### src/core/sxal_params.svh
// Behaviour
// - When running alone without speed expansion, the device leaves both address buses and the sync output undriven.
// - A store-address word holds the 9-bit address in bits 0 to 8 and the valid flag in bit 9.
// - The master sets bit 10 of the store-address word so that all eleven bits have odd parity.
// - The master sends the store addresses of all sixteen input ports, one port per clock, in step with the sync pulse.
// - Port 0 is on the bus while sync is high, and port N follows exactly N clocks later.
// - A slave that receives address zero with the valid flag set discards that port's incoming packet.
// - A slave that receives a clear valid flag treats that port's packet as idle, whatever the address bits hold.
// - Slave input ports store their next packet at the address received for their port.
// - The master sends the read addresses of all sixteen output ports on the read-address bus, port 0 with sync and port N N clocks later.
// - A read-address word holds the address in bits 0 to 8, the valid flag in bit 9 and odd parity over bits 0 to 9 in bit 10.
// - Slave output ports read their next packet from the address received for their port.
// - In master role the sync output is a one-clock pulse framing each round; in slave role it has no function.
`ifndef SXAL_PARAMS_SVH
`define SXAL_PARAMS_SVH
`define SXAL_NUM_PORTS   16
`define SXAL_ADDR_W      9
`define SXAL_WORD_W      11
`define SXAL_VALID_BIT   9
`define SXAL_PARITY_BIT  10
`define SXAL_PORT_W      4
`endif

### src/core/sxal_pkg.sv
package sxal_pkg;
    typedef enum logic [1:0] {
        SXAL_ROLE_ALONE  = 2'b00,
        SXAL_ROLE_MASTER = 2'b01,
        SXAL_ROLE_SLAVE  = 2'b10
    } sxal_role_t;

    typedef enum logic [1:0] {
        SXAL_ACT_IDLE    = 2'b00,
        SXAL_ACT_STORE   = 2'b01,
        SXAL_ACT_DISCARD = 2'b10
    } sxal_action_t;

    typedef enum logic [1:0] {
        SXAL_RX_HUNT = 2'b00,
        SXAL_RX_LOCK = 2'b01
    } sxal_rx_state_t;
endpackage

### src/core/sxal_word_decode.sv
`timescale 1ns/1ps
`default_nettype none
`include "sxal_params.svh"
module sxal_word_decode
    import sxal_pkg::*;
(
    input  wire logic [`SXAL_WORD_W-1:0] word,
    output logic      [`SXAL_ADDR_W-1:0] addr,
    output logic                         valid,
    output logic                         parity_ok,
    output sxal_action_t                 action
);
    always_comb begin
        addr      = word[`SXAL_ADDR_W-1:0];
        valid     = word[`SXAL_VALID_BIT];
        parity_ok = ^word;
        if (!valid) begin
            action = SXAL_ACT_IDLE;
        end else if (addr == '0) begin
            action = SXAL_ACT_DISCARD;
        end else begin
            action = SXAL_ACT_STORE;
        end
    end
endmodule // sxal_word_decode
`default_nettype wire

### src/core/sxal_link.sv
`timescale 1ns/1ps
`default_nettype none
`include "sxal_params.svh"
module sxal_link
    import sxal_pkg::*;
#(
    parameter int NUM_PORTS = `SXAL_NUM_PORTS
) (
    input  wire logic                              core_clk,
    input  wire logic                              nrst,
    input  wire sxal_role_t                        role,
    // master side: current addresses of local controllers, flattened by port
    input  wire logic [NUM_PORTS*`SXAL_ADDR_W-1:0] store_addr_local,
    input  wire logic [NUM_PORTS-1:0]              store_valid_local,
    input  wire logic [NUM_PORTS*`SXAL_ADDR_W-1:0] read_addr_local,
    input  wire logic [NUM_PORTS-1:0]              read_valid_local,
    // link pins
    output logic                                   frame_sync_out,
    output logic                                   frame_sync_out_oe,
    input  wire logic                              frame_sync_in,
    input  wire logic [`SXAL_WORD_W-1:0]           store_addr_bus_in,
    output logic      [`SXAL_WORD_W-1:0]           store_addr_bus_out,
    output logic                                   store_addr_bus_oe,
    input  wire logic [`SXAL_WORD_W-1:0]           read_addr_bus_in,
    output logic      [`SXAL_WORD_W-1:0]           read_addr_bus_out,
    output logic                                   read_addr_bus_oe,
    // slave side: per-port commands for the local controllers
    output logic                                   in_cmd_strobe,
    output logic      [`SXAL_PORT_W-1:0]           in_cmd_port,
    output sxal_action_t                           in_cmd_action,
    output logic      [`SXAL_ADDR_W-1:0]           in_cmd_addr,
    output logic                                   out_cmd_strobe,
    output logic      [`SXAL_PORT_W-1:0]           out_cmd_port,
    output sxal_action_t                           out_cmd_action,
    output logic      [`SXAL_ADDR_W-1:0]           out_cmd_addr,
    output logic                                   parity_err
);
    initial begin
        if (NUM_PORTS != (1 << `SXAL_PORT_W)) begin
            $error("sxal_link: NUM_PORTS must equal 2**SXAL_PORT_W");
        end
    end

    logic is_master;
    logic is_slave;
    assign is_master = (role == SXAL_ROLE_MASTER);
    assign is_slave  = (role == SXAL_ROLE_SLAVE);

    // ---------------- master transmit ----------------
    logic [`SXAL_PORT_W-1:0] tx_slot;
    logic [`SXAL_PORT_W-1:0] next_tx_slot;
    logic [`SXAL_WORD_W-1:0] next_store_word;
    logic [`SXAL_WORD_W-1:0] next_read_word;
    logic [`SXAL_ADDR_W-1:0] sel_store_addr;
    logic [`SXAL_ADDR_W-1:0] sel_read_addr;
    logic                    sel_store_valid;
    logic                    sel_read_valid;

    assign next_tx_slot = is_master ? tx_slot + 1'b1 : '0;

    always_comb begin
        sel_store_addr  = store_addr_local[tx_slot*`SXAL_ADDR_W +: `SXAL_ADDR_W];
        sel_store_valid = store_valid_local[tx_slot];
        sel_read_addr   = read_addr_local[tx_slot*`SXAL_ADDR_W +: `SXAL_ADDR_W];
        sel_read_valid  = read_valid_local[tx_slot];
        next_store_word = {~^{sel_store_valid, sel_store_addr}, sel_store_valid, sel_store_addr};
        next_read_word  = {~^{sel_read_valid, sel_read_addr}, sel_read_valid, sel_read_addr};
    end

    // slot counter runs ahead by one so bus word and sync leave the same flops
    always_ff @(posedge core_clk or negedge nrst) begin
        if (!nrst) begin
            tx_slot <= '0;
        end else begin
            tx_slot <= next_tx_slot;
        end
    end

    always_ff @(posedge core_clk or negedge nrst) begin
        if (!nrst) begin
            store_addr_bus_out <= '0;
            read_addr_bus_out  <= '0;
            frame_sync_out     <= 1'b0;
        end else begin
            store_addr_bus_out <= is_master ? next_store_word : '0;
            read_addr_bus_out  <= is_master ? next_read_word : '0;
            frame_sync_out     <= is_master && (tx_slot == '0);
        end
    end

    always_ff @(posedge core_clk or negedge nrst) begin
        if (!nrst) begin
            store_addr_bus_oe <= 1'b0;
            read_addr_bus_oe  <= 1'b0;
            frame_sync_out_oe <= 1'b0;
        end else begin
            store_addr_bus_oe <= is_master;
            read_addr_bus_oe  <= is_master;
            // slave still drives a quiet low so the partner input never floats
            frame_sync_out_oe <= (role != SXAL_ROLE_ALONE);
        end
    end

    // ---------------- slave receive ----------------
    sxal_rx_state_t          rx_state;
    logic [`SXAL_PORT_W-1:0] rx_slot;
    logic [`SXAL_PORT_W-1:0] cur_port;
    logic                    rx_active;

    always_ff @(posedge core_clk or negedge nrst) begin
        if (!nrst) begin
            rx_state <= SXAL_RX_HUNT;
        end else begin
            case (rx_state)
                SXAL_RX_HUNT: rx_state <= (is_slave && frame_sync_in) ? SXAL_RX_LOCK : SXAL_RX_HUNT;
                SXAL_RX_LOCK: rx_state <= is_slave ? SXAL_RX_LOCK : SXAL_RX_HUNT;
                default:      rx_state <= SXAL_RX_HUNT;
            endcase
        end
    end

    assign cur_port  = frame_sync_in ? '0 : rx_slot;
    assign rx_active = is_slave && (frame_sync_in || rx_state == SXAL_RX_LOCK);

    always_ff @(posedge core_clk or negedge nrst) begin
        if (!nrst) begin
            rx_slot <= '0;
        end else begin
            rx_slot <= cur_port + 1'b1;
        end
    end

    logic [`SXAL_ADDR_W-1:0] st_addr;
    logic [`SXAL_ADDR_W-1:0] rd_addr;
    logic                    st_par_ok;
    logic                    rd_par_ok;
    sxal_action_t            st_act;
    sxal_action_t            rd_act;

    sxal_word_decode u_store_dec (
        .word      (store_addr_bus_in),
        .addr      (st_addr),
        .valid     (),
        .parity_ok (st_par_ok),
        .action    (st_act)
    );

    sxal_word_decode u_read_dec (
        .word      (read_addr_bus_in),
        .addr      (rd_addr),
        .valid     (),
        .parity_ok (rd_par_ok),
        .action    (rd_act)
    );

    // a word with bad parity is turned into idle rather than risk a wrong buffer write
    always_ff @(posedge core_clk or negedge nrst) begin
        if (!nrst) begin
            in_cmd_strobe  <= 1'b0;
            in_cmd_port    <= '0;
            in_cmd_action  <= SXAL_ACT_IDLE;
            in_cmd_addr    <= '0;
        end else begin
            in_cmd_strobe  <= rx_active;
            in_cmd_port    <= cur_port;
            in_cmd_action  <= st_par_ok ? st_act : SXAL_ACT_IDLE;
            in_cmd_addr    <= st_addr;
        end
    end

    always_ff @(posedge core_clk or negedge nrst) begin
        if (!nrst) begin
            out_cmd_strobe <= 1'b0;
            out_cmd_port   <= '0;
            out_cmd_action <= SXAL_ACT_IDLE;
            out_cmd_addr   <= '0;
        end else begin
            out_cmd_strobe <= rx_active;
            out_cmd_port   <= cur_port;
            out_cmd_action <= rd_par_ok ? rd_act : SXAL_ACT_IDLE;
            out_cmd_addr   <= rd_addr;
        end
    end

    always_ff @(posedge core_clk or negedge nrst) begin
        if (!nrst) begin
            parity_err <= 1'b0;
        end else begin
            parity_err <= rx_active && !(st_par_ok && rd_par_ok);
        end
    end
endmodule // sxal_link
`default_nettype wire

### config.mk
export PLATFORM = sky130hd
export DESIGN_NAME = sxal_link
export DESIGN_NICKNAME = d
export VERILOG_FILES = /design/src/core/sxal_pkg.sv /design/src/core/sxal_word_decode.sv /design/src/core/sxal_link.sv
export VERILOG_INCLUDE_DIRS = /design/src /design/src/core
export SDC_FILE = /design/constraint.sdc
export NUM_CORES = 1
export LEC_CHECK = 0
export BUFFER_PORTS_ARGS = -buffer_cell sky130_fd_sc_hd__buf_2
export CORE_AREA = 5 5 155 157
export DETAILED_ROUTE_END_ITERATION = 12
export DIE_AREA = 0 0 160 162
export PLACE_DENSITY = 0.59
export SLEW_MARGIN = 15
export SYNTH_ARGS = -nofsm -noshare
export SYNTH_HDL_FRONTEND = slang
export SYNTH_SLANG_ARGS = --single-unit
### constraint.sdc
create_clock -name core_clk -period 3.3 [get_ports core_clk]
set_input_delay 0.33 -clock core_clk [delete_from_list [all_inputs] [get_ports core_clk]]
set_output_delay 0.33 -clock core_clk [all_outputs]
set_load 0.02 [all_outputs]
---- Word-level counts from Yosys, hierarchy flattened ----
Cells that the tools add are included.
word-level totals
  flip-flop bits (word level) ............. 63
operators by class
  add/subtract/negate cells ............... 2
  $mul .................................... 1
  order comparisons ....................... 1
  eq/ne operators ......................... 3
  shift-type cells ........................ 2
  mux-type cells .......................... 17
  reductions and logical operators ........ 16
operators with widths
  cell                 number
  $shiftx 144x9->9     2
  $mux 11              2
  $reduce_xor 11->1    2
  $reduce_xnor 10->1   2
  $logic_not 9->1      2
  $mux 2               6
  $add 4x1->4 const B  2
  $bmux 1 s4           2
  $mul 4x4->8 const B  1
  $mux 4               2
  $logic_and 1x1->1    5
  $lt 4x5->1 const B   1
  $eq 2x1->1 const B   2
  $logic_not 4->1      1
  $mux 1               4
  $pmux 2 s2           1
  $eq 2x2->1 const B   1
  $logic_not 2->1      1
  $reduce_bool 2->1    1
  $logic_not 1->1      1
  $logic_or 1x1->1     1

---- Depth between registers and ports, before layout ----
  depth in word-level cells ............... 4
  mapped depth ............................ 10

---- Modules after synthesis ----
From an unflattened synthesis, not the netlist that was laid out.
second synthesis, totals
  cells, all modules ...................... 405
  area total of the unflattened synthesis .. 5544.1 um^2
by module, submodules not included
  module            instances  cells an instance  area an instance (um^2)  sequential area each (um^2)
  sxal_link         1          345                5041.1                   1551.5
  sxal_word_decode  2          30                 251.5                    0.0

---- Worst setup path before layout ----
OpenSTA, ideal clock, no wires.
  kind .................................... register to register
  from .................................... register tx_slot[1]
  to ...................................... register store_addr_bus_out[10]
  setup time .............................. 0.132 ns
  data arrival time ....................... 2.169 ns
  required time ........................... 3.168 ns
  path slack .............................. 0.999 ns
  stages on the path, launching flop included .. 10
  path buffers ............................ 2
  path through ............................ dfrtp_1 > buf_6 > buf_2 > mux4_2 > mux2i_1 > xor2_1 > mux2i_1 > xnor3_1 > xnor2_1 > nor2_1
between the ends
  longest elaborated chain between the ends .. 4
  elaborated cells on any way between the ends .. 6
RTL lines
  item                                                 RTL line                          source
  start: declaration                                   sxal_link.sv:50                   logic [`SXAL_PORT_W-1:0] tx_slot;
  start signal: assignment                             sxal_link.sv:75                   tx_slot <= next_tx_slot;
  $mul 4x4->8 (no line) or $bmux 1 s4 (tied branches)  --
  $shiftx 144x9->9 or $mux 1 (tied branches)           sxal_link.sv:62, sxal_link.sv:63
  $reduce_xnor 10->1 (*)                               sxal_link.sv:66                   next_store_word = {~^{sel_store_valid, sel_store_addr}, sel_store_valid, sel_store_addr};
  $mux 11 (*)                                          sxal_link.sv:85                   store_addr_bus_out <= is_master ? next_store_word : '0;
  end signal: assignment                               sxal_link.sv:85
  end: declaration                                     sxal_link.sv:22                   output logic [`SXAL_WORD_W-1:0] store_addr_bus_out,
Every way passes the cells marked *; elsewhere a longest branch is shown, timed or not. The select of a mux whose other input is x is not followed.

---- Worst setup path after layout ----
  from .................................... register tx_slot[1]
  to ...................................... register read_addr_bus_out[10]
between the ends
  longest elaborated chain between the ends .. 4
  elaborated cells on any way between the ends .. 6
RTL lines
  item                                                 RTL line                          source
  $mul 4x4->8 (no line) or $bmux 1 s4 (tied branches)  --
  $shiftx 144x9->9 or $mux 1 (tied branches)           sxal_link.sv:64, sxal_link.sv:65
  $reduce_xnor 10->1 (*)                               sxal_link.sv:67                   next_read_word = {~^{sel_read_valid, sel_read_addr}, sel_read_valid, sel_read_addr};
  $mux 11 (*)                                          sxal_link.sv:86                   read_addr_bus_out <= is_master ? next_read_word : '0;
  end signal: assignment                               sxal_link.sv:86
  end: declaration                                     sxal_link.sv:25                   output logic [`SXAL_WORD_W-1:0] read_addr_bus_out,
Marks and branches as above.

==> reports/metrics.csv <==
metric,value,unit
antenna_found_initial,0,
drv_cap,0,
core_area,22370,µm²
ant_nets,0,
arrival,3.10,ns
antenna_cells,0,
grt_max_degree,63,
grt_overflow,0,
syn_avg_cell_area,13.78,µm²
cts_tree,built,
synth-seq-cells,62,
crit_path_end_kind,flop,
nNetsFinal,1134,
power.density,341.0,nW/µm²
leakage,3.913,nW
slew_violations,0,
ys.flop_type,dfrtp_1,
path_class,flop to flop,
post-route-period-util,87.43,%
cts_resized,0,
synth_nets,745,
grt_pass1_vias,5512,
slowest_stage,dfrtp_4,
mappedNetlistArea,5334,µm²
outcome,finished clean,
drive_above_1_share,64.28,%
fin_worst_skew,0.006104,ns
clk_latency,0.33,ns
dieArea,25920,µm²
clk_pin_slew,0.06,ns
ioPinCount,406,
initial_core_util,23.85,%
crit_chain,"buf_4, mux4_2, mux2i_1, xor2_1, mux2i_1, xnor3_1, xnor2_1, nor2_1",
synthCells,387,
place_hpwl,17660,µm
async_flop_share,100.0,%
reg2reg_to,read_addr_bus_out[10],
rsz0062_at_grt,no,
cts_max_level,3,
cp_max_fo,19,
whs,0.1046,ns
wirelength,20750,µm
grt_pass1_wl,31170,µm
vias_per_cell,4.576,
cp.required,3.51,ns
cts.hold.buffers_added,0,
final_core_util,35.20,%
post_cts_buffers,0,
drt_first_pass_iters,4,
hold_viol_final,0,
syn_to_final_growth,47.60,%
first_iter_violations,182,
reg2reg_from,tx_slot[1],
fmax,346.6,MHz
fin_setup_tns,0,ns
finalWorstSetupSlack,0.4149,ns
worst_slew_pin_slew,0.8282,ns
ys_types,33,
cts.sinks,62,
r2r_cells,8,
root_buffer,clkbuf_16,
maxSlewHeadroom,44.79,%
io_buffers,405,
place_congestion,0.8341,
yosys_warnings,0,
critPathLaunchType,flop,
synth-edff-count,0,
ys_seq_area_share,29.09,%
cpMostUsedCell,mux2i_1,
placementRows,55,
rrSetupSlack,0.41,ns
max_stage_delay,0.62,ns
die_w,160,µm
numCtsBuffers,9,
fin_crit,2.885,ns
cts_buffer_depth,2,
dp_slack,0.3471,ns
grt_usage,15.46,%
routed_wire_length_per_instance,19.46,µm
die_h,162,µm
holdCritPathClass,input port to asynchronous set/reset pin,
setup_viol,0,
vias,4878,
p_total,2.684,mW
ir_worst_vdd,0.1762,mV
drcViolationCount,0,
## layout by cell type, fill, tap and decap left out
cell type	n
buf_2	404
mux4_2	65
dfrtp_1	58
mux2i_1	52
xor2_1	25
xnor2_1	23
inv_1	18
mux4_1	15
and2_1	13
nor2b_1	12
a211oi_1	12
ha_1	11
nor2_1	10
nand2_1	10
clkbuf_16	9
buf_4	8
a311oi_1	4
dfrtp_4	3
nand2b_1	2
nand3_1	2
nand4_1	2
mux2i_2	2
nor3b_1	2
xnor3_1	2
clkbuf_8	2
clkbuf_1	2
buf_12	2
inv_2	1
inv_4	1
and3_1	1
nor4b_1	1
or2_2	1
nor3_1	1
a21boi_0	1
clkinvlp_4	1
clkinv_2	1
bufinv_16	1
dfrtp_2	1
## through the flow
| step | std cells | instance area (µm²) |
|---|---|---|
| finish | 1066 | 7873 |
| global route | 1066 | 7873 |
| CTS | 1066 | 7873 |
| detailed placement | 1050 | 7570 |
| global placement | 1050 | 7570 |
| floorplan | 387 | 5334 |
## critical path, delay by kind of cell, from the launching register on
family        cells  cell delay [ns]
simple gates      1             0.05
buf+inv           1             0.40
flops             1             0.62
mux               3             1.04
xor+xnor          3             0.66
## Yosys cell counts (2+ instances only)
| master | count | share of area, % |
|---|---|---|
| buf_6 | 6 | 1.3 |
| nor3b_1 | 2 | 0.28 |
| buf_4 | 7 | 0.99 |
| nor2b_1 | 12 | 1.4 |
| xnor2_1 | 23 | 3.8 |
| a311oi_1 | 4 | 0.66 |
| buf_2 | 13 | 1.2 |
| dfrtp_1 | 62 | 29 |
| nand4_1 | 2 | 0.23 |
| nand2_1 | 10 | 0.70 |
| mux4_1 | 15 | 7.4 |
| mux2i_2 | 2 | 0.52 |
| and2_1 | 13 | 1.5 |
| a211oi_1 | 12 | 1.7 |
| xor2_1 | 25 | 4.1 |
| buf_1 | 2 | 0.14 |
| mux4_2 | 65 | 27 |
| nand3_1 | 2 | 0.19 |
| xnor3_1 | 2 | 0.84 |
| buf_12 | 2 | 0.75 |
| ha_1 | 11 | 2.6 |
| inv_1 | 18 | 1.3 |
| clkbuf_1 | 6 | 0.42 |
| nor2_1 | 10 | 0.70 |
| mux2i_1 | 52 | 9.8 |
| nand2b_1 | 2 | 0.23 |
## worst max-delay path by stage
stage | startpoint | to | slack [ns] | depth (start not counted)
2_1_floorplan | tx_slot[1] | store_addr_bus_out[10] | 1.0 | 9
3_5_place_dp | tx_slot[1] | store_addr_bus_out[10] | 0.35 | 8
4_1_cts | tx_slot[1] | store_addr_bus_out[10] | 0.35 | 8
5_1_grt | tx_slot[1] | read_addr_bus_out[10] | 0.18 | 8
3_3_place_gp | tx_slot[1] | store_addr_bus_out[10] | 0.33 | 8
6_report | tx_slot[1] | read_addr_bus_out[10] | 0.41 | 8
## state kept, by name, indices dropped and copies added (netlist names)
| register | flops |
|---|---|
| in_cmd_strobe | 1 |
| parity_err | 1 |
| in_cmd_addr | 9 |
| frame_sync_out_oe | 1 |
| in_cmd_action | 2 |
| rx_slot | 4 |
| rx_state | 1 |
| frame_sync_out | 1 |
| read_addr_bus_out | 11 |
| in_cmd_port | 4 |
| out_cmd_addr | 9 |
| tx_slot | 4 |
| out_cmd_action | 2 |
| read_addr_bus_oe | 1 |
| store_addr_bus_out | 11 |
## per-layer routing
layer  GRT usage (%)  up-vias  wire length (µm)
met5               0        -                 0
met1           18.93     2381              8295
met3           3.426       14              1284
li1                -     2263                 -
met4           3.559        0               241
met2           27.86      220             10930
## kinds of logic (layout without fill, tap and decap cells)
family | count (synthesis) | count (layout) | synth area share (%)
fa+ha+maj | 11 | 11 | 2.580
compound gates | 17 | 17 | 2.487
mux | 134 | 134 | 45.11
flops | 62 | 62 | 29.09
buf+inv | 56 | 450 | 6.240
xor+xnor | 50 | 50 | 8.726
simple gates | 57 | 57 | 5.771
## final cells by class
type                            instances  area, µm²
Fill cell                            2235      14490
Multi-Input combinational cell        269       3450
Timing Repair Buffer                  414       2122
Sequential cell                        62       1564
Tap cell                              285      356.6
Clock buffer                           13      260.3
Inverter                               20      77.57
Clock inverter                          3      42.54
## report_power, final
part	switching, mW	internal, mW
Sequential	0.0274	0.812
Clock	0.352	0.625
Combinational	0.395	0.473
Total	0.774	1.91
(Power assumes the default switching activity.)
